$ cat src/nand_host_pkg.sv
package nand_host_pkg;

	// Clock and timing
	localparam int CLK_PERIOD_NS   = 20;
	localparam int STROBE_NS       = 40;
	localparam int STROBE_CYC      = (STROBE_NS + CLK_PERIOD_NS - 1) / CLK_PERIOD_NS;
	localparam int BUSY_SETTLE_NS  = 100;
	localparam int BUSY_SETTLE_CYC = (BUSY_SETTLE_NS + CLK_PERIOD_NS - 1) / CLK_PERIOD_NS;

	// Register offsets (byte addresses)
	localparam logic [11:0] REG_CTRL   = 12'h000;
	localparam logic [11:0] REG_COL    = 12'h004;
	localparam logic [11:0] REG_ROW    = 12'h008;
	localparam logic [11:0] REG_UPPER  = 12'h00C;
	localparam logic [11:0] REG_DATA   = 12'h010;
	localparam logic [11:0] REG_STATUS = 12'h014;
	localparam logic [11:0] REG_PINS   = 12'h018;

	// Control register fields
	localparam int CTRL_OP_LSB  = 0;
	localparam int CTRL_INV_BIT = 8;

	// Host status register fields
	localparam int HS_BUSY       = 0;
	localparam int HS_ERR        = 1;
	localparam int HS_DATA_OPEN  = 2;
	localparam int HS_CACHE_BUSY = 3;
	localparam int HS_MOVE_OPEN  = 4;
	localparam int HS_MOVE_VALID = 5;
	localparam int HS_NAND_LSB   = 8;

	// Pin control register
	localparam int         PIN_WPN  = 0;
	localparam int         PIN_LOCK = 1;
	localparam logic [1:0] PINS_RST = 2'h3;

	// Device status byte
	localparam int ST_FAIL  = 0;
	localparam int ST_CACHE_OP_FAILED = 1;
	localparam int ST_ARRAY_READY  = 5;
	localparam int ST_RDY   = 6;
	localparam int ST_WPN   = 7;

	// Command codes
	localparam logic [7:0] CMD_READ      = 8'h00;
	localparam logic [7:0] CMD_READ_MOVE = 8'h35;
	localparam logic [7:0] CMD_PROG      = 8'h80;
	localparam logic [7:0] CMD_COL_IN    = 8'h85;
	localparam logic [7:0] CMD_PROG_CONF = 8'h10;
	localparam logic [7:0] CMD_CACHE_CNF = 8'h15;
	localparam logic [7:0] CMD_ERASE     = 8'h60;
	localparam logic [7:0] CMD_ERASE_CNF = 8'hD0;
	localparam logic [7:0] CMD_STATUS_EN = 8'h78;
	localparam logic [7:0] CMD_RESET     = 8'hFF;
	localparam logic [7:0] CMD_UNLOCK_LO = 8'h23;
	localparam logic [7:0] CMD_UNLOCK_HI = 8'h24;
	localparam logic [7:0] CMD_LOCK      = 8'h2A;
	localparam logic [7:0] CMD_LOCK_TGT  = 8'h2C;

	// Address byte selectors
	localparam logic [7:0] A_COL0 = 8'h00;
	localparam logic [7:0] A_COL1 = 8'h01;
	localparam logic [7:0] A_ROW0 = 8'h02;
	localparam logic [7:0] A_ROW1 = 8'h03;
	localparam logic [7:0] A_ROW2 = 8'h04;
	localparam logic [7:0] A_UP0  = 8'h05;
	localparam logic [7:0] A_UP1  = 8'h06;
	localparam logic [7:0] A_UP2  = 8'h07;
	localparam int         BLK_LSB = 6;

	typedef enum logic [3:0] {
		OP_NONE, OP_PROG_START, OP_MOVE_START, OP_COL_CHANGE, OP_PROG_CONFIRM,
		OP_CACHE_CONFIRM, OP_ERASE, OP_READ_MOVE, OP_RESET, OP_UNLOCK, OP_LOCK,
		OP_LOCK_TIGHT, OP_STATUS, OP_WAIT_ARRAY, OP_DATA_OUT, OP_DATA_IN
	} op_t;

	typedef enum logic [2:0] {K_CMD, K_ADDR, K_DIN, K_DOUT, K_WAIT, K_STAT, K_END} kind_t;

	typedef struct packed {
		kind_t      kind;
		logic [7:0] val;
	} step_t;

	typedef struct packed {
		logic       ce_n;
		logic       cle;
		logic       ale;
		logic       we_n;
		logic       re_n;
		logic [7:0] io;
		logic       io_oe_n;
	} nand_pins_t;

endpackage : nand_host_pkg

$ cat src/nand_bus_cycle.sv
`timescale 1ns/1ns
module nand_bus_cycle
	import nand_host_pkg::*;
#(
	parameter int STROBE_CYCLES = STROBE_CYC
) (
	input  wire logic       clk_i,
	input  wire logic       rst_n_i,
	input  wire logic       start_i,
	input  wire kind_t      kind_i,
	input  wire logic [7:0] byte_i,
	input  wire logic [7:0] io_i,
	output nand_pins_t      pins_o,
	output logic            done_o,
	output logic [7:0]      rdata_o
);

	typedef enum logic [1:0] {C_IDLE, C_SETUP, C_LOW, C_HIGH} cyc_state_t;

	cyc_state_t state_q;
	logic [7:0] div_q;
	logic       read_q;
	wire        tick = (div_q == 8'h00);

	// Divider restarts at each cycle so every phase is a full strobe time
	always_ff @(posedge clk_i or negedge rst_n_i) begin
		if (!rst_n_i) begin
			div_q <= 8'h00;
		end else if ((state_q == C_IDLE) || tick) begin
			div_q <= 8'(STROBE_CYCLES - 1);
		end else begin
			div_q <= div_q - 8'h01;
		end
	end

	always_ff @(posedge clk_i or negedge rst_n_i) begin
		if (!rst_n_i) begin
			state_q <= C_IDLE;
			pins_o  <= '{ce_n: 1'b1, cle: 1'b0, ale: 1'b0, we_n: 1'b1, re_n: 1'b1, io: 8'h00, io_oe_n: 1'b1};
			done_o  <= 1'b0;
			rdata_o <= 8'h00;
			read_q  <= 1'b0;
		end else begin
			done_o <= 1'b0;
			case (state_q)
				C_IDLE: begin
					if (start_i) begin
						pins_o.ce_n    <= 1'b0;
						pins_o.cle     <= (kind_i == K_CMD);
						pins_o.ale     <= (kind_i == K_ADDR);
						pins_o.io      <= byte_i;
						pins_o.io_oe_n <= (kind_i == K_DOUT);
						read_q         <= (kind_i == K_DOUT);
						state_q        <= C_SETUP;
					end
				end
				C_SETUP: begin
					if (tick) begin
						pins_o.we_n <= read_q;
						pins_o.re_n <= ~read_q;
						state_q     <= C_LOW;
					end
				end
				C_LOW: begin
					if (tick) begin
						// Sample before RE# rises, while the device still drives
						if (read_q) begin
							rdata_o <= io_i;
						end
						pins_o.we_n <= 1'b1;
						pins_o.re_n <= 1'b1;
						state_q     <= C_HIGH;
					end
				end
				default: begin
					if (tick) begin
						pins_o.cle     <= 1'b0;
						pins_o.ale     <= 1'b0;
						pins_o.io_oe_n <= 1'b1;
						done_o         <= 1'b1;
						state_q        <= C_IDLE;
					end
				end
			endcase
		end
	end

endmodule : nand_bus_cycle

$ cat src/nand_host_ctrl.sv
// Implementation choices: register access over APB and the register addresses.
`timescale 1ns/1ns
// Summary of operation
// RULE_01: Cached program sends 80h, column and row address, data, then 15h.
// RULE_02: Device clears its cache register on 80h; host treats moved data as lost.
// RULE_03: Program start is allowed when idle or while a cached program runs.
// RULE_04: After 15h the device is busy; host waits on ready/busy before continuing.
// RULE_05: Column change 85h may be sent any time during data input.
// RULE_06: During cached program, host reads status to see the previous cache result.
// RULE_07: Wait-array operation polls status until array ready, then keeps both fail bits.
// RULE_08: Busy periods are tracked on ready/busy and by status reads.
// RULE_09: Host only uses the enhanced 78h status read with die address.
// RULE_10: Erase is 60h, three row cycles, D0h; issued only when fully ready.
// RULE_11: After erase or program completes, host reads status and keeps the fail bit.
// RULE_12: Read-for-move is a page read ending with 35h instead of 30h.
// RULE_13: Between move read and move program only status and column commands go out; host also lets reset (FFh) go out then.
// RULE_14: Reset after a move read invalidates the cache for later moves.
// RULE_15: No other die operations run while a move is open; host still accepts reset while a move is open.
// RULE_16: Program-for-move uses 85h then 10h, keeping cache contents.
// RULE_17: Lock pin level at power-on selects whether block lock commands work.
// RULE_18: Device refuses lock changes once locked tight.
// RULE_19: Write protect low locks all non-tight blocks until a new unlock.
// RULE_20: Unlock is 23h lower bound, 24h upper bound, invert flag in page bit 0.
// RULE_21: Unlock lower block must be below upper; other page bits sent as zero.
// RULE_22: A new unlock replaces the previous unlocked range.
// RULE_23: Program or erase to a locked block fails with status bit 7 low.
// RULE_24: 2Ah relocks all blocks, 2Ch enters lock tight.
// RULE_25: Device ignores commands not valid for its current ready state.
module nand_host_ctrl
	import nand_host_pkg::*;
#(
	parameter int STROBE_CYCLES = STROBE_CYC,
	parameter int SETTLE_CYCLES = BUSY_SETTLE_CYC
) (
	input  wire logic        MCLK_I,
	input  wire logic        RESETN_I,
	input  wire logic        PSEL_I,
	input  wire logic        PENABLE_I,
	input  wire logic        PWRITE_I,
	input  wire logic [11:0] PADDR_I,
	input  wire logic [31:0] PWDATA_I,
	output logic      [31:0] PRDATA_O,
	output logic             PREADY_O,
	output logic             PSLVERR_O,
	output logic             CE_N_O,
	output logic             CLE_O,
	output logic             ALE_O,
	output logic             WE_N_O,
	output logic             RE_N_O,
	output logic      [7:0]  IO_O,
	output logic             IO_OE_N_O,
	input  wire logic [7:0]  IO_I,
	input  wire logic        RB_N_I,
	output logic             WP_N_O,
	output logic             LOCK_O
);

	typedef enum logic [2:0] {E_IDLE, E_STEP, E_CYC, E_SETTLE, E_RB} eng_state_t;

	function automatic step_t st(kind_t k, logic [7:0] v);
		step_t s;
		s.kind = k;
		s.val  = v;
		return s;
	endfunction : st

	// Micro-sequence of every host operation
	function automatic step_t step_of(op_t op, logic [3:0] n);
		step_t seq [16];
		seq = '{default: st(K_END, 8'h00)};
		case (op)
			OP_PROG_START: seq = '{0: st(K_CMD, CMD_PROG), 1: st(K_ADDR, A_COL0), 2: st(K_ADDR, A_COL1), // RULE_01
				3: st(K_ADDR, A_ROW0), 4: st(K_ADDR, A_ROW1), 5: st(K_ADDR, A_ROW2), default: st(K_END, 8'h00)};
			OP_MOVE_START: seq = '{0: st(K_CMD, CMD_COL_IN), 1: st(K_ADDR, A_COL0), 2: st(K_ADDR, A_COL1), // RULE_16
				3: st(K_ADDR, A_ROW0), 4: st(K_ADDR, A_ROW1), 5: st(K_ADDR, A_ROW2), default: st(K_END, 8'h00)};
			OP_COL_CHANGE: seq = '{0: st(K_CMD, CMD_COL_IN), 1: st(K_ADDR, A_COL0), 2: st(K_ADDR, A_COL1), // RULE_05
				default: st(K_END, 8'h00)};
			OP_PROG_CONFIRM: seq = '{0: st(K_CMD, CMD_PROG_CONF), 1: st(K_WAIT, 8'h00), // RULE_11
				2: st(K_STAT, 8'h00), default: st(K_END, 8'h00)};
			OP_CACHE_CONFIRM: seq = '{0: st(K_CMD, CMD_CACHE_CNF), 1: st(K_WAIT, 8'h00), // RULE_04 RULE_06
				2: st(K_STAT, 8'h00), default: st(K_END, 8'h00)};
			OP_ERASE: seq = '{0: st(K_CMD, CMD_ERASE), 1: st(K_ADDR, A_ROW0), 2: st(K_ADDR, A_ROW1), // RULE_10
				3: st(K_ADDR, A_ROW2), 4: st(K_CMD, CMD_ERASE_CNF), 5: st(K_WAIT, 8'h00),
				6: st(K_STAT, 8'h00), default: st(K_END, 8'h00)};
			OP_READ_MOVE: seq = '{0: st(K_CMD, CMD_READ), 1: st(K_ADDR, A_COL0), 2: st(K_ADDR, A_COL1), // RULE_12
				3: st(K_ADDR, A_ROW0), 4: st(K_ADDR, A_ROW1), 5: st(K_ADDR, A_ROW2),
				6: st(K_CMD, CMD_READ_MOVE), 7: st(K_WAIT, 8'h00), default: st(K_END, 8'h00)};
			OP_RESET: seq = '{0: st(K_CMD, CMD_RESET), 1: st(K_WAIT, 8'h00), default: st(K_END, 8'h00)};
			OP_UNLOCK: seq = '{0: st(K_CMD, CMD_UNLOCK_LO), 1: st(K_ADDR, A_ROW0), 2: st(K_ADDR, A_ROW1), // RULE_20
				3: st(K_ADDR, A_ROW2), 4: st(K_CMD, CMD_UNLOCK_HI), 5: st(K_ADDR, A_UP0),
				6: st(K_ADDR, A_UP1), 7: st(K_ADDR, A_UP2), default: st(K_END, 8'h00)};
			OP_LOCK: seq = '{0: st(K_CMD, CMD_LOCK), default: st(K_END, 8'h00)}; // RULE_24
			OP_LOCK_TIGHT: seq = '{0: st(K_CMD, CMD_LOCK_TGT), default: st(K_END, 8'h00)}; // RULE_24
			OP_STATUS: seq = '{0: st(K_CMD, CMD_STATUS_EN), 1: st(K_ADDR, A_ROW0), 2: st(K_ADDR, A_ROW1), // RULE_09
				3: st(K_ADDR, A_ROW2), 4: st(K_DOUT, 8'h00), default: st(K_END, 8'h00)};
			OP_WAIT_ARRAY: seq = '{0: st(K_STAT, 8'h00), default: st(K_END, 8'h00)}; // RULE_07
			OP_DATA_OUT: seq = '{0: st(K_DOUT, 8'h00), default: st(K_END, 8'h00)};
			OP_DATA_IN: seq = '{0: st(K_DIN, 8'h00), default: st(K_END, 8'h00)};
			default: seq = '{default: st(K_END, 8'h00)};
		endcase
		return seq[n];
	endfunction : step_of

	// APB slave with one wait state
	logic        pready_q;
	logic [31:0] prdata_q;
	logic        pslverr_q;
	wire         setup_acc  = PSEL_I & PENABLE_I & ~pready_q;
	wire         hit_ctrl   = (PADDR_I == REG_CTRL);
	wire         hit_col    = (PADDR_I == REG_COL);
	wire         hit_row    = (PADDR_I == REG_ROW);
	wire         hit_upper  = (PADDR_I == REG_UPPER);
	wire         hit_data   = (PADDR_I == REG_DATA);
	wire         hit_status = (PADDR_I == REG_STATUS);
	wire         hit_pins   = (PADDR_I == REG_PINS);
	wire         hit_any    = hit_ctrl | hit_col | hit_row | hit_upper | hit_data | hit_status | hit_pins;
	wire         wr_en      = PSEL_I & PENABLE_I & pready_q & PWRITE_I & hit_any;

	// Host-side state
	eng_state_t  eng_q;
	op_t         op_q;
	logic [3:0]  step_q;
	logic [7:0]  wait_q;
	logic [15:0] col_q;
	logic [23:0] row_q;
	logic [23:0] upper_q;
	logic        inv_q;
	logic [7:0]  din_q;
	logic [7:0]  rdata_q;
	logic [7:0]  nand_st_q;
	logic        err_q;
	logic        data_open_q;
	logic        cache_busy_q;
	logic        move_open_q;
	logic        move_valid_q;
	logic        wait_array_q;
	logic [1:0]  pins_q;
	logic        cyc_start_q;
	kind_t       cyc_kind_q;
	logic [7:0]  cyc_byte_q;
	logic        cyc_done;
	logic [7:0]  cyc_rdata;
	nand_pins_t  pins;

	wire op_t   new_op   = op_t'(PWDATA_I[CTRL_OP_LSB +: 4]);
	wire        idle     = (eng_q == E_IDLE);
	wire        quiet    = ~data_open_q & ~move_open_q & ~cache_busy_q;
	wire        range_ok = row_q[23:BLK_LSB] < upper_q[23:BLK_LSB];
	wire step_t cur      = step_of(op_q, step_q);
	wire        is_unlk  = (op_q == OP_UNLOCK);
	wire [7:0]  row0     = is_unlk ? {row_q[7:BLK_LSB], 5'h00, inv_q} : row_q[7:0]; // RULE_21
	wire [7:0]  up0      = {upper_q[7:BLK_LSB], 5'h00, inv_q}; // RULE_20
	wire [7:0]  addr_b   = (cur.val == A_COL0) ? col_q[7:0] :
	                       (cur.val == A_COL1) ? col_q[15:8] :
	                       (cur.val == A_ROW0) ? row0 :
	                       (cur.val == A_ROW1) ? row_q[15:8] :
	                       (cur.val == A_ROW2) ? row_q[23:16] :
	                       (cur.val == A_UP0)  ? up0 :
	                       (cur.val == A_UP1)  ? upper_q[15:8] : upper_q[23:16];
	wire [7:0]  cyc_byte = (cur.kind == K_ADDR) ? addr_b : (cur.kind == K_DIN) ? din_q : cur.val;
	wire        end_loop = (op_q == OP_STATUS) & wait_array_q & ~nand_st_q[ST_ARRAY_READY]; // RULE_07

	// Which operations software may start in the current host state
	logic op_ok;
	always_comb begin
		case (new_op)
			OP_PROG_START:    op_ok = ~move_open_q & ~data_open_q; // RULE_03 RULE_15
			OP_MOVE_START:    op_ok = move_valid_q & ~data_open_q; // RULE_14 RULE_16
			OP_COL_CHANGE:    op_ok = data_open_q; // RULE_05
			OP_PROG_CONFIRM:  op_ok = data_open_q;
			OP_CACHE_CONFIRM: op_ok = data_open_q & ~move_open_q;
			OP_ERASE:         op_ok = quiet; // RULE_10 RULE_13
			OP_READ_MOVE:     op_ok = quiet; // RULE_15
			OP_UNLOCK:        op_ok = quiet & range_ok; // RULE_21
			OP_LOCK:          op_ok = quiet;
			OP_LOCK_TIGHT:    op_ok = quiet;
			OP_RESET:         op_ok = 1'b1;
			OP_STATUS:        op_ok = 1'b1; // RULE_08
			OP_WAIT_ARRAY:    op_ok = 1'b1;
			OP_DATA_OUT:      op_ok = 1'b1;
			default:          op_ok = 1'b0;
		endcase
	end

	wire launch_ctrl = wr_en & hit_ctrl & idle & op_ok;
	wire launch_din  = wr_en & hit_data & idle & data_open_q;
	wire refuse      = (wr_en & hit_ctrl & ~(idle & op_ok)) | (wr_en & hit_data & ~(idle & data_open_q));
	wire err_clr     = wr_en & hit_status & PWDATA_I[HS_ERR];

	wire [31:0] status_word = {16'h0000, nand_st_q, 2'b00, move_valid_q, move_open_q,
	                           cache_busy_q, data_open_q, err_q, ~idle};
	wire [31:0] rd_mux = hit_ctrl   ? {23'h000000, inv_q, 4'h0, op_q} :
	                     hit_col    ? {16'h0000, col_q} :
	                     hit_row    ? {8'h00, row_q} :
	                     hit_upper  ? {8'h00, upper_q} :
	                     hit_data   ? {24'h000000, rdata_q} :
	                     hit_status ? status_word :
	                     hit_pins   ? {30'h00000000, pins_q} : 32'h00000000;

	always_ff @(posedge MCLK_I or negedge RESETN_I) begin
		if (!RESETN_I) begin
			pready_q  <= 1'b0;
			prdata_q  <= 32'h00000000;
			pslverr_q <= 1'b0;
		end else begin
			pready_q  <= setup_acc;
			prdata_q  <= setup_acc ? rd_mux : 32'h00000000;
			pslverr_q <= setup_acc & ~hit_any;
		end
	end

	// Software-owned registers
	always_ff @(posedge MCLK_I or negedge RESETN_I) begin
		if (!RESETN_I) begin
			col_q   <= 16'h0000;
			row_q   <= 24'h000000;
			upper_q <= 24'h000000;
			pins_q  <= PINS_RST;
			err_q   <= 1'b0;
		end else begin
			if (wr_en & hit_col)   col_q   <= PWDATA_I[15:0];
			if (wr_en & hit_row)   row_q   <= PWDATA_I[23:0];
			if (wr_en & hit_upper) upper_q <= PWDATA_I[23:0];
			if (wr_en & hit_pins)  pins_q  <= PWDATA_I[1:0]; // RULE_17 RULE_19
			// A refusal in the same cycle as a clear stays visible
			err_q <= refuse | (err_q & ~err_clr);
		end
	end

	// Operation engine
	always_ff @(posedge MCLK_I or negedge RESETN_I) begin
		if (!RESETN_I) begin
			eng_q        <= E_IDLE;
			op_q         <= OP_NONE;
			step_q       <= 4'h0;
			wait_q       <= 8'h00;
			inv_q        <= 1'b0;
			din_q        <= 8'h00;
			rdata_q      <= 8'h00;
			nand_st_q    <= 8'h00;
			data_open_q  <= 1'b0;
			cache_busy_q <= 1'b0;
			move_open_q  <= 1'b0;
			move_valid_q <= 1'b0;
			wait_array_q <= 1'b0;
			cyc_start_q  <= 1'b0;
			cyc_kind_q   <= K_CMD;
			cyc_byte_q   <= 8'h00;
		end else begin
			cyc_start_q <= 1'b0;
			case (eng_q)
				E_IDLE: begin
					if (launch_ctrl) begin
						op_q   <= new_op;
						inv_q  <= PWDATA_I[CTRL_INV_BIT];
						step_q <= 4'h0;
						eng_q  <= E_STEP;
						case (new_op)
							OP_PROG_START: begin
								data_open_q  <= 1'b1;
								move_valid_q <= 1'b0; // RULE_02
							end
							OP_MOVE_START:    data_open_q <= 1'b1;
							OP_PROG_CONFIRM: begin
								data_open_q <= 1'b0;
								move_open_q <= 1'b0;
							end
							OP_CACHE_CONFIRM: begin
								data_open_q  <= 1'b0;
								cache_busy_q <= 1'b1; // RULE_04
							end
							OP_READ_MOVE: begin
								move_open_q  <= 1'b1;
								move_valid_q <= 1'b1;
							end
							OP_RESET: begin
								data_open_q  <= 1'b0;
								move_open_q  <= 1'b0;
								move_valid_q <= 1'b0; // RULE_14
								cache_busy_q <= 1'b0;
							end
							OP_WAIT_ARRAY: wait_array_q <= 1'b1;
							default: ;
						endcase
					end else if (launch_din) begin
						op_q   <= OP_DATA_IN;
						din_q  <= PWDATA_I[7:0];
						step_q <= 4'h0;
						eng_q  <= E_STEP;
					end
				end
				E_STEP: begin
					case (cur.kind)
						K_WAIT: begin
							wait_q <= 8'(SETTLE_CYCLES - 1);
							eng_q  <= E_SETTLE;
						end
						K_STAT: begin
							op_q   <= OP_STATUS; // RULE_06 RULE_11
							step_q <= 4'h0;
						end
						K_END: begin
							if (end_loop) begin
								step_q <= 4'h0;
							end else begin
								wait_array_q <= 1'b0;
								eng_q        <= E_IDLE;
							end
						end
						default: begin
							cyc_start_q <= 1'b1;
							cyc_kind_q  <= cur.kind;
							cyc_byte_q  <= cyc_byte;
							eng_q       <= E_CYC;
						end
					endcase
				end
				E_CYC: begin
					if (cyc_done) begin
						if (cur.kind == K_DOUT) begin
							rdata_q <= cyc_rdata;
							if (op_q == OP_STATUS) begin
								nand_st_q <= cyc_rdata; // RULE_23
								if (cyc_rdata[ST_ARRAY_READY]) cache_busy_q <= 1'b0;
							end
						end
						step_q <= step_q + 4'h1;
						eng_q  <= E_STEP;
					end
				end
				E_SETTLE: begin
					// Ready/busy only falls some time after the confirm cycle
					wait_q <= wait_q - 8'h01;
					if (wait_q == 8'h00) eng_q <= E_RB;
				end
				default: begin
					if (RB_N_I) begin // RULE_08
						step_q <= step_q + 4'h1;
						eng_q  <= E_STEP;
					end
				end
			endcase
		end
	end

	nand_bus_cycle #(
		.STROBE_CYCLES(STROBE_CYCLES)
	) u_cycle (
		.clk_i   (MCLK_I),
		.rst_n_i (RESETN_I),
		.start_i (cyc_start_q),
		.kind_i  (cyc_kind_q),
		.byte_i  (cyc_byte_q),
		.io_i    (IO_I),
		.pins_o  (pins),
		.done_o  (cyc_done),
		.rdata_o (cyc_rdata)
	);

	assign PRDATA_O  = prdata_q;
	assign PREADY_O  = pready_q;
	assign PSLVERR_O = pslverr_q;
	assign CE_N_O    = pins.ce_n;
	assign CLE_O     = pins.cle;
	assign ALE_O     = pins.ale;
	assign WE_N_O    = pins.we_n;
	assign RE_N_O    = pins.re_n;
	assign IO_O      = pins.io;
	assign IO_OE_N_O = pins.io_oe_n;
	assign WP_N_O    = pins_q[PIN_WPN];
	assign LOCK_O    = pins_q[PIN_LOCK];

endmodule : nand_host_ctrl

$ cat config.mk
export PLATFORM = sky130hd
export DESIGN_NAME = nand_host_ctrl
export DESIGN_NICKNAME = d
export VERILOG_FILES = /design/src/nand_host_pkg.sv /design/src/nand_bus_cycle.sv /design/src/nand_host_ctrl.sv
export SDC_FILE = /design/constraint.sdc
export NUM_CORES = 1
export LEC_CHECK = 0
export BUFFER_PORTS_ARGS = -buffer_cell sky130_fd_sc_hd__buf_4
export CORE_MARGIN = 5
export CORE_UTILIZATION = 47
export CTS_CLUSTER_SIZE = 30
export DETAILED_ROUTE_END_ITERATION = 12
export PLACE_DENSITY = 0.73
export SETUP_SLACK_MARGIN = 0.5
export SLEW_MARGIN = 30
export SYNTH_ARGS = -nofsm -noshare
export SYNTH_HDL_FRONTEND = slang
export SYNTH_SLANG_ARGS = --single-unit
$ cat constraint.sdc
create_clock -name MCLK_I -period 6.5 [get_ports MCLK_I]
set_input_delay 1.3 -clock MCLK_I [delete_from_list [all_inputs] [get_ports MCLK_I]]
set_output_delay 1.3 -clock MCLK_I [all_outputs]
set_load 0.01 [all_outputs]
; Word level (Yosys, flattened, before mapping)
; Memory sizes are Yosys's and may differ from the RTL's.
; Cells that the tools add are included.
[totals]
reg_bits = 188
romBits = 864
output_inout_bits = 50
word_cells = 279
memories = 1
[classes]
n_addsub = 3
order_cmp = 2
n_eq_ne = 61
mux = 75
bitwise = 54
reduce_logical = 47
[mem_list]
columns = name, depth, width, rd, rd_clocked_by_memory_dff, write_ports, line
row1 = (no name shown), 16, 54, 1, 0, 0, nand_host_ctrl.sv:71  ; case (op)
[op_table]
columns = op, count
row1 = $mux 24, 5
row2 = $mux 8, 11
row3 = $bmux 11 s4, 1
row4 = $eq 12x5->1 const B, 3
row5 = $eq 4x4->1 const B, 9
row6 = $mux 16, 2
row7 = $mux 4, 8
row8 = $and 1x1->1, 30
row9 = $reduce_and 3->1, 9
row10 = $eq 12x4->1 const B, 2
row11 = $eq 8x3->1 const B, 3
row12 = $logic_not 8->1, 3
row13 = $mux 11, 2
row14 = $lt 18x18->1, 1
row15 = $mux 3, 6
row16 = $ne 2x1->1 const B, 9
row17 = $eq 4x3->1 const B, 4
row18 = $eq 8x2->1 const B, 2
row19 = $pmux 4 s2, 2
row20 = $pmux 4 s4, 1
row21 = $pmux 8 s2, 1
row22 = $reduce_bool 2->1, 8
row23 = $sub 8x1->8 const B, 2
row24 = $eq 3x2->1 const B, 5
row25 = 39 further kinds, 113

; Logic depth before layout (Yosys ltp)
; Gate-level depths: netlist of the first run.
[logic_depth]
word_depth = 14
depth_mapped = 15
depth_no_buf = 10

; Cells and area by module
; Synthesis of the first run repeated with hierarchy kept, for this count alone.
[unflattened]
hier_cells = 1077
area_unflattened_um2 = 10890.4
[by_module_without_submodules]
columns = mod, instances, cells_each, area_each_um2, seq_area_each_um2
row1 = nand_host_ctrl, 1, 947, 9313.9, 3856.2
row2 = nand_bus_cycle, 1, 130, 1576.5, 855.8

; Worst setup path before layout of the first run
; OpenSTA, ideal clock, no wires.
[synth_path]
path_type = input port to flip-flop
startpoint = input port PADDR_I[10]
endpoint = register col_q[11]
t_arrival_ns = 3.409
required_time_ns = 6.375
slack_ns = 2.966
stages = 7
cell_sequence = or4_1 nor4_4 buf_2 nand2_2 nor3_2 buf_4 mux2_2
[synth_via]
elab_chain_len = 9
word_cells_on_any_way = 15
[synth_rtl]
columns = element, line
row1 = from (decl), nand_host_ctrl.sv:40  ; input wire logic [11:0] PADDR_I,
row2 = $eq 12x3->1 / $logic_not 12->1 (equally long branches), "nand_host_ctrl.sv:110, nand_host_ctrl.sv:109"
row3 = $or 1x1->1 (6 in series), nand_host_ctrl.sv:116  ; wire hit_any = hit_ctrl | hit_col | hit_row | hit_upper | hit_data | hit_status | hit_pins;
row4 = $and 1x1->1, nand_host_ctrl.sv:117  ; wire wr_en = PSEL_I & PENABLE_I & pready_q & PWRITE_I & hit_any;
row5 = $and 1x1->1 *, nand_host_ctrl.sv:221  ; if (wr_en & hit_col) col_q <= PWDATA_I[15:0];
row6 = to (signal assigned), nand_host_ctrl.sv:221
row7 = to (decl), nand_host_ctrl.sv:124  ; logic [15:0] col_q;
; Every way passes the cells marked *; elsewhere a longest branch is shown, timed or not.
; A chain may end at the register's enable or synchronous reset.

; Final worst setup path of the first run
[layout_path]
startpoint = input port PADDR_I[10]
endpoint = register row_q[21]
[layout_via]
elab_chain_len = 9
word_cells_on_any_way = 15
[layout_rtl]
columns = element, line
row1 = $eq 12x3->1 / $logic_not 12->1 (equally long branches), "nand_host_ctrl.sv:110, nand_host_ctrl.sv:109"
row2 = $or 1x1->1 (6 in series), nand_host_ctrl.sv:116
row3 = $and 1x1->1, nand_host_ctrl.sv:117
row4 = $and 1x1->1 *, nand_host_ctrl.sv:222  ; if (wr_en & hit_row) row_q <= PWDATA_I[23:0];
row5 = to (signal assigned), nand_host_ctrl.sv:222
row6 = to (decl), nand_host_ctrl.sv:125  ; logic [23:0] row_q;
; Marked as above.

==> results.cfg, run 1 <==
[placed_design]
portBuffers = 91
dpl.hpwl_um = 21300
postPlaceCellArea_mm2 = 0.0118
post-place-ws_ns = 1.79
place_congestion = 0.940

[critical_path]
worstPathMaxFanout = 26
crit_buf_inv = 2
timing.rr.start = op_q[1]
slowest_delay_ns = 0.74
cp_top_family = simple AND/OR/NAND/NOR gates
cp_data_arrival_time_ns = 4.63
crit_top_cell = buf_4
worst_setup_path_start_kind = input port
path_cells = buf_4 > or4_1 > nor4_4 > buf_4 > nor3b_2 > and2_1 > nand2_2 > mux2_1
cpMaxStageDelayCell = nor3b_2
crit_required_ns = 6.82
r2r_cells = 10
r2r_slack_ns = 2.24
cp-end-kind = flop
worstSetupPathType = in2reg
r2r-end = cyc_byte_q[2]

[sta]
worst_pin_slew_ns = 0.983
hold_ws_ns = 0.476
clock.fmax_ghz = 0.232
finalCriticalPeriod_ns = 4.31
fin_ws_ns = 2.19
tns_ns = 0
finalHoldViolCount = 0
finalMaxSlewViolations = 0
setup_viol = 0
skew_ns = 0.0174
final.period_utilization_pct = 66.3
rsz0062_at_grt = no
slew_headroom_pct = 34.2

[logic_synthesis]
yosysMostFrequentCell = dfrtp_1
yosysTopAreaCell = dfrtp_1
ys_types = 100
synth_area_mm2 = 0.0110
postSynthAreaPerCell_um2 = 10.2
synth_edf_count = 0
synthFlopType = dfrtp_1
yosysWarnings = 0
synth_commonest_cells = 182 x dfrtp_1, 88 x mux2_2, 78 x nor2_1
syn-instance-count = 1079
synth.area.top_cells = dfrtp_1 41%, mux2_2 9.0%, ha_1 3.4%
seq_area_frac_synth_pct = 42.9
synthArstFlopShare_pct = 100
synth_top_area_share_pct = 41.4
synth.ff_latch_count = 188

[min_path]
hold_path_class = reg2reg
worstHoldEndpoint = u_cycle.pins_o[9]
hold_path.startpoint = u_cycle.pins_o[9]
worstHoldPathCells = 2

[floorplanning]
pin_count = 108
rows = 56
die_height_um = 163
initial_utilization_pct = 47.2
die-area_mm2 = 0.0265
core_area_mm2 = 0.0233
die_x_um = 163

[final_layout]
final_area_mm2 = 0.0124
fill_cells = 2067
syn_to_final_growth_pct = 12.7
antenna_cells = 0
drive_above_1_share_pct = 23.5
fin_nets = 1218

[grt]
grt.overflow.total = 0
use_met3_pct = 5.42
gr-max-usage-layer = met2
grtUsageMet1_pct = 32.1
grt_use_total_pct = 22.9
gr-usage-met2_pct = 35.6
grt_pass1_wl_um = 48400
grt_pass1_vias = 8725
grt_antenna_before_repair = 0
grt_max_degree = 80

[clock_network]
clkTransAtPathRegs_ns = 0.08
cts_resized = 0
cts.hold.buffers_added = 0
htree_levels = 4
cts-buffers-inserted = 17
clock-sinks = 188
clock_latency_ns = 0.45
postCtsSetupBuffers = 0
root_buffer = clkbuf_16
cts_tree = built
cts_buffer_depth = 2

[power]
vdd_drop_max_uv = 175
power_density_mw_per_mm2 = 195
power.leakage_uw = 0.00574

[detailed_routing]
drtIter0Drc = 1144
drtAntennaViolNets = 0
drc = 0
finalWirelength_um = 30000
drtPass1Iterations = 10
viasPerCell = 6.10
routedWlPerCell_um = 20.5
num_vias = 8924

[outcome]
status = complete, no violations

[flow_run]
drv_cap = 0
-- worst register-to-register path, delay by kind of cell, from the launching register on --
kind	cells	cell delay [ns]
AND/OR/NAND/NOR	2	0.97
adder cells (fa/ha/maj)	1	0.39
buffers and inverters	1	0.22
flip-flops	1	0.74
AO/OA/AOI/OAI	6	1.79
-- registers in the layout, summed over array words and instances, names as in the netlist, 14 cells and up --
signal,cells
PRDATA_O,24
col_q,16
row_q,24
u_cycle.pins_o,14
upper_q,24
-- routing by layer --
metal / vias to the layer above / share of wire [%]
met5: - / 0
met4: 0 / 2.4
met3: 55 / 8.5
met2: 436 / 46
met1: 4355 / 43
li1: 4078 / -
-- report_power, final --
part | switching [µW] | leakage, µW | internal (µW)
Sequential | 9.83 | 0.00255 | 1170
Clock | 564 | 0.000301 | 534
Combinational | 87.6 | 0.00289 | 47.5
-- cells by family after synthesis --
group	synth area share, %
xor gates and xnor gates	0.956
muxes	13.7
adders and majority gates	3.42
buffers and inverters	5.48
AOI/OAI and AO/OA	18.0
DFF	42.9
and+or+nand+nor	15.5
other	0.0341
-- cells in the final DEF, fill, tap and decap left out, types with 15 or more instances in the layout --
cell / n
nand2_1: 77
nor2_1: 78
clkbuf_16: 17
a22o_1: 15
inv_1: 45
dfrtp_1: 180
o21ai_0: 52
mux2i_1: 21
nand2b_1: 18
ha_1: 30
mux2_2: 88
buf_4: 100
mux2_1: 16
a21oi_1: 51
nand4_1: 15
nand3_1: 21
nor3_1: 21
-- worst max path at each step --
stage / from / cells past startpoint / endpoint / slack [ns]
2_1_floorplan: PADDR_I[10] / 7 / col_q[11] / 2.97
3_3_place_gp: PADDR_I[10] / 8 / row_q[20] / 1.83
3_5_place_dp: PADDR_I[10] / 8 / row_q[17] / 1.79
4_1_cts: PADDR_I[10] / 8 / row_q[21] / 2.28
5_1_grt: op_q[1] / 10 / cyc_byte_q[2] / 1.91
6_report: PADDR_I[10] / 8 / row_q[21] / 2.19
-- final cells by class --
cell class / instances / area [µm²] / share of cell area, %
inverter: 46 / 173 / 1.39
clock inverter: 15 / 201 / 1.63
tap: 319 / 399 / 3.22
multi-input combinational: 776 / 5710 / 46.1
timing repair buffer: 101 / 764 / 6.17
clock buffer: 17 / 425 / 3.44
sequential: 188 / 4710 / 38.1
-- per-stage QoR --
stage / util [%] / total power, µW / std cells
floorplan: - / 1270 / 1086
global route: 53.2 / 2490 / 1462
detailed placement: 50.5 / 1340 / 1430
finish: 53.2 / 2420 / 1462
global placement: 50.5 / 1340 / 1430
CTS: 53.2 / 2430 / 1462
Note: power is estimated with default switching activity, not from simulation.
==> inputs of run 2 (changes only) <==
PLACE_DENSITY = 0.75   (was 0.73)
clock period = 3.6 ns   (was 6.5 ns; I/O delays follow)
==> results.cfg, run 2 (synthesized netlist as in run 1, its figures left out) <==
[placed_design]
dpl.hpwl_um = 22700
portBuffers = 91
dp_cells = 1472
place_congestion = 0.983
post-place-ws_ns = 0.290

[detailed_routing]
drtPass1Iterations = 7
routedWlPerCell_um = 20.6
finalWirelength_um = 31100
drtAntennaViolNets = 0
viasPerCell = 6.08
drc = 0
drtIter0Drc = 1027
num_vias = 9207

[floorplanning]
rows = 56
die_height_um = 163
core_area_mm2 = 0.0233
die_x_um = 163
pin_count = 108
initial_utilization_pct = 47.2
die-area_mm2 = 0.0265

[critical_path]
cp_data_arrival_time_ns = 3.35
cp-end-kind = flop
crit_required_ns = 3.92
worstSetupPathType = reg2reg
worst_setup_path_start_kind = flop
worstPathMaxFanout = 13
r2r_cells = 10

[sta]
fin_ws_ns = 0.571
finalHoldViolCount = 0
clock.fmax_ghz = 0.330
tns_ns = 0
worst_pin_slew_ns = 0.822
finalCriticalPeriod_ns = 3.03
setup_viol = 0
slew_headroom_pct = 44.4
skew_ns = 0.0232
finalMaxSlewViolations = 0
final.period_utilization_pct = 84.1
rsz0062_at_grt = yes

[flow_run]
drv_cap = 0

[final_layout]
final_common_cell = dfrtp_1
regArea_mm2 = 0.00472
fill_cells = 2032
fin_nets = 1270
multiInputGateArea_mm2 = 0.00582
final_cell_mix = 177 x dfrtp_1, 150 x buf_4, 88 x mux2_2
fin_util_pct = 55.4
final_cells = 1514
drive_above_1_share_pct = 28.8
syn_to_final_growth_pct = 17.3
antenna_cells = 0

[clock_network]
cts_tree = built
root_buffer = clkbuf_16
clock_latency_ns = 0.46
cts-buffers-inserted = 17
clkTransAtPathRegs_ns = 0.08
cts_buffer_depth = 2
clock-sinks = 188
htree_levels = 4

[min_path]
hold_path_class = in2async

[grt]
grt_max_degree = 85
grt_use_total_pct = 23.2
grt.overflow.total = 0
grt_pass1_wl_um = 49300
grt_antenna_before_repair = 0
grt_pass1_vias = 9091

[power]
power_density_mw_per_mm2 = 338
intPower_uw = 3180
p_switching_uw = 1180
seqPwrFrac_pct = 49.0
power.leakage_uw = 0.00599
vdd_drop_max_uv = 260
p_comb_share_pct = 6.4
p_sw_share_pct = 27.1
p_clk_share_pct = 44.5

[outcome]
status = complete, no violations
[run 2: metal layers]
layer / global-route usage, % / part of all wire (%) / up-vias
li1: - / - / 4187
met1: 32.0 / 43 / 4526
met2: 37.6 / 48 / 435
met3: 4.23 / 7.1 / 59
met4: 6.56 / 2.3 / 0
met5: 0 / 0 / -
[run 2: timing repair]
action                     CTS  global route
resized for setup            6            28
buffers inserted             0            10
pin swaps                    0             4
setup endpoints to repair   33            33
hold buffers                 0             0
hold endpoints to repair     0             0
[run 2: worst paths after layout]
path	start	to	slack, ns
hold reg to reg	rdata_q[5]	rdata_q[5]	0.48
hold / removal	RESETN_I	wait_q[2]	0.27
max in group asynchronous	RESETN_I	row_q[8]	2.46
setup / recovery	op_q[1]	cyc_byte_q[4]	0.57
min in group MCLK_I	rdata_q[5]	rdata_q[5]	0.48
setup reg to reg	op_q[1]	cyc_byte_q[4]	0.57
[run 2: power by group through the flow]
| stage | Sequential [µW] | Combinational, µW | Clock [µW] |
|---|---|---|---|
| 5_1_grt | 2140 | 305 | 2040 |
| 3_5_place_dp | 2180 | 263 | 0 |
| 4_1_cts | 2130 | 265 | 1960 |
| 3_3_place_gp | 2170 | 260 | 0 |
| 6_report | 2130 | 280 | 1940 |
| 2_1_floorplan | 2170 | 129 | 0 |
[run 2: critical path, cell delays in order (launching register included)]
cell	delay (ns)
dfrtp_1	0.37
buf_4	0.24
ha_1	0.24
nor4bb_1	0.39
a21oi_1	0.14
a31oi_1	0.29
o31a_1	0.36
o211ai_1	0.21
o2bb2ai_1	0.17
o41ai_1	0.40
a21oi_1	0.08
[run 2: metrics by stage]
stage	power, µW	cell area (µm²)	hold WS (ns)
after detailed placement	2440	12100	0.467
final	4350	12900	0.270
after global routing	4480	12900	0.321
after floorplan	2300	11000	0.424
after global placement	2430	12100	0.458
after CTS	4360	12700	0.301
[run 2: final cells by class]
type	instances	area share, %
clock buffers	17	3.30
clock inverters	15	1.48
inverters	46	1.34
multi-input cells	776	45.1
flip-flops and latches	188	36.6
well taps	319	3.09
repair buffers	153	9.08
==> inputs of run 3 (changes only) <==
ABC_AREA = 1   (was not set)
clock period = 2.52 ns   (was 3.6 ns; I/O delays follow)
==> results.cfg, run 3 <==
[critical_path]
cp_data_arrival_time_ns = 3.01
cp-end-kind = flop
worst_setup_path_start_kind = flop
worstSetupPathType = reg2reg
worstPathMaxFanout = 8
cpMaxStageDelayCell = dfrtp_2
crit_required_ns = 2.86
path_cells = clkinv_4 > ha_4 > nand2_4 > buf_6 > nand2_4 > nand2_2 > inv_2 > nand2_2 > nand3_1 > o21ai_1 > nand2_1 > nand3_2 > buf_6 > nor2_4 > inv_2 > nor2_4 > buf_12 > nand2_8 > nand2_2 > o21ai_2
crit_top_cell = nand2_2
slowest_delay_ns = 0.45

[placed_design]
post-place-ws_ns = -0.208
portBuffers = 91
dp_cells = 1906
place_congestion = 0.938
dpl.hpwl_um = 24600
postPlaceCellArea_mm2 = 0.0129

[clock_network]
cts-buffers-inserted = 17
root_buffer = clkbuf_16
cts_tree = built
htree_levels = 4
clock-sinks = 188
clock_latency_ns = 0.45
cts_buffer_depth = 2
clkTransAtPathRegs_ns = 0.08

[logic_synthesis]
yosysTopAreaCell = dfrtp_1
synth.area.top_cells = dfrtp_1 43%, nand2_1 13%, o21ai_0 6.0%
synthFlopType = dfrtp_1
ys_types = 57
syn-instance-count = 1407
yosysMostFrequentCell = nand2_1
synthArstFlopShare_pct = 100
synth.ff_latch_count = 188
postSynthAreaPerCell_um2 = 7.60
seq_area_frac_synth_pct = 44.1
synth_area_mm2 = 0.0107
synth_edf_count = 0
synth_top_area_share_pct = 42.6
yosysWarnings = 0
synth_commonest_cells = 371 x nand2_1, 182 x dfrtp_1, 161 x inv_1

[sta]
hold_ws_ns = 0.0845
finalHoldViolCount = 0
skew_ns = 0.0137
finalMaxSlewViolations = 0
rsz0062_at_grt = yes
clock.fmax_ghz = 0.374
fin_ws_ns = -0.153
final.period_utilization_pct = 106
finalCriticalPeriod_ns = 2.67
slew_headroom_pct = 55.9
worst_pin_slew_ns = 0.659
setup_viol = 34

[detailed_routing]
drtPass1Iterations = 6
num_vias = 10974
drc = 0
drtAntennaViolNets = 0
finalWirelength_um = 34900
routedWlPerCell_um = 17.6
viasPerCell = 5.54
drtIter0Drc = 1480

[final_layout]
drive_above_1_share_pct = 35.3
final_common_cell = nand2_1
fin_nets = 1770
final_cells = 1980
syn_to_final_growth_pct = 38.5
final_area_mm2 = 0.0148
final_cell_mix = 303 x nand2_1, 255 x buf_4, 178 x dfrtp_1
antenna_cells = 0

[outcome]
status = complete, but fails checks
violations = negative setup slack

[floorplanning]
die-area_mm2 = 0.0259
rows = 55
die_height_um = 161
core_area_mm2 = 0.0225
initial_utilization_pct = 47.5
die_x_um = 161
pin_count = 108

[grt]
grt_antenna_before_repair = 0
grt.overflow.total = 0
grt_use_total_pct = 26.1
grt_pass1_vias = 10630
grt_pass1_wl_um = 54500
grt_max_degree = 73

[power]
vdd_drop_max_uv = 638
power.leakage_uw = 0.00723
power_uw = 15500
power_density_mw_per_mm2 = 1040

[min_path]
hold_path_class = in2async

[flow_run]
drv_cap = 0
## run 3: final timing paths
check / startpoint / to / slack [ns] / cells past startpoint
worst max register to register: op_q[1] / nand_st_q[4] / -0.15 / 20
worst max-delay path: op_q[1] / nand_st_q[4] / -0.15 / 20
worst min register to register: u_cycle.div_q[0] / u_cycle.div_q[0] / 0.43 / 1
worst min-delay path: RESETN_I / u_cycle.div_q[4] / 0.08 / 1
max in group asynchronous: RESETN_I / step_q[2] / 1.77 / 2
min in group MCLK_I: IO_I[1] / u_cycle.rdata_o[1] / 0.29 / 3
## run 3: cell families after synthesis
group           count (synthesis)  share of synthesized area, %
compound gates                296                          16.2
buf+inv                       238                          9.44
simple gates                  648                          26.2
flops                         188                          44.1
xor+xnor                        6                         0.492
other cells                     1                        0.0351
fa+ha+maj                      30                          3.51
## run 3: worst max-delay path: cells and delay by family (launching register included)
family,cells,cell delay (ns)
AND/OR/NAND/NOR,11,0.99
buffers and inverters,6,0.70
flip-flops,1,0.45
adder cells (fa/ha/maj),1,0.30
AO/OA/AOI/OAI,2,0.12
## run 3: per-stage QoR
| step | setup TNS (ns) | utilization (%) |
|---|---|---|
| 2_1_floorplan | 0 | - |
| 3_3_place_gp | -2.41 | 57.4 |
| 3_5_place_dp | -4.07 | 57.4 |
| 4_1_cts | -0.129 | 64.1 |
| 5_1_grt | -7.82 | 65.8 |
| 6_report | -2.71 | 65.8 |
## run 3: report_power, final
| group | leakage (µW) | switching (µW) | internal, µW | total (µW) |
|---|---|---|---|---|
| Sequential | 0.00249 | 324 | 3470 | 3800 |
| Clock | 0.000290 | 1390 | 1430 | 2820 |
| Combinational | 0.00445 | 5030 | 3810 | 8840 |
| Total | 0.00723 | 6740 | 8720 | 15500 |
## run 3: final cells by class
type | count | area, µm²
flip-flops and latches | 188 | 4720
multi-input cells | 991 | 5910
clock buffers | 18 | 429
inverters | 187 | 744
fillers | 1786 | 7700
repair buffers | 297 | 2470
well taps | 285 | 357
clock inverters | 14 | 176
## run 3: repair_timing
action                                  in CTS  in global routing
endpoints found under the setup margin      54                119
hold buffers                                 0                  0
cloned                                       2                  1
pin swaps                                   49                 50
resized for setup                          181                 69
buffers inserted                            26                 13
## run 3: routing by layer
layer / global-route usage, % / vias up / part of all wire (%)
li1: - / 5131 / -
met4: 10.9 / 0 / 3.9
met3: 4.11 / 126 / 7.3
met2: 41.8 / 551 / 47
met1: 35.4 / 5166 / 42
met5: 0 / - / 0
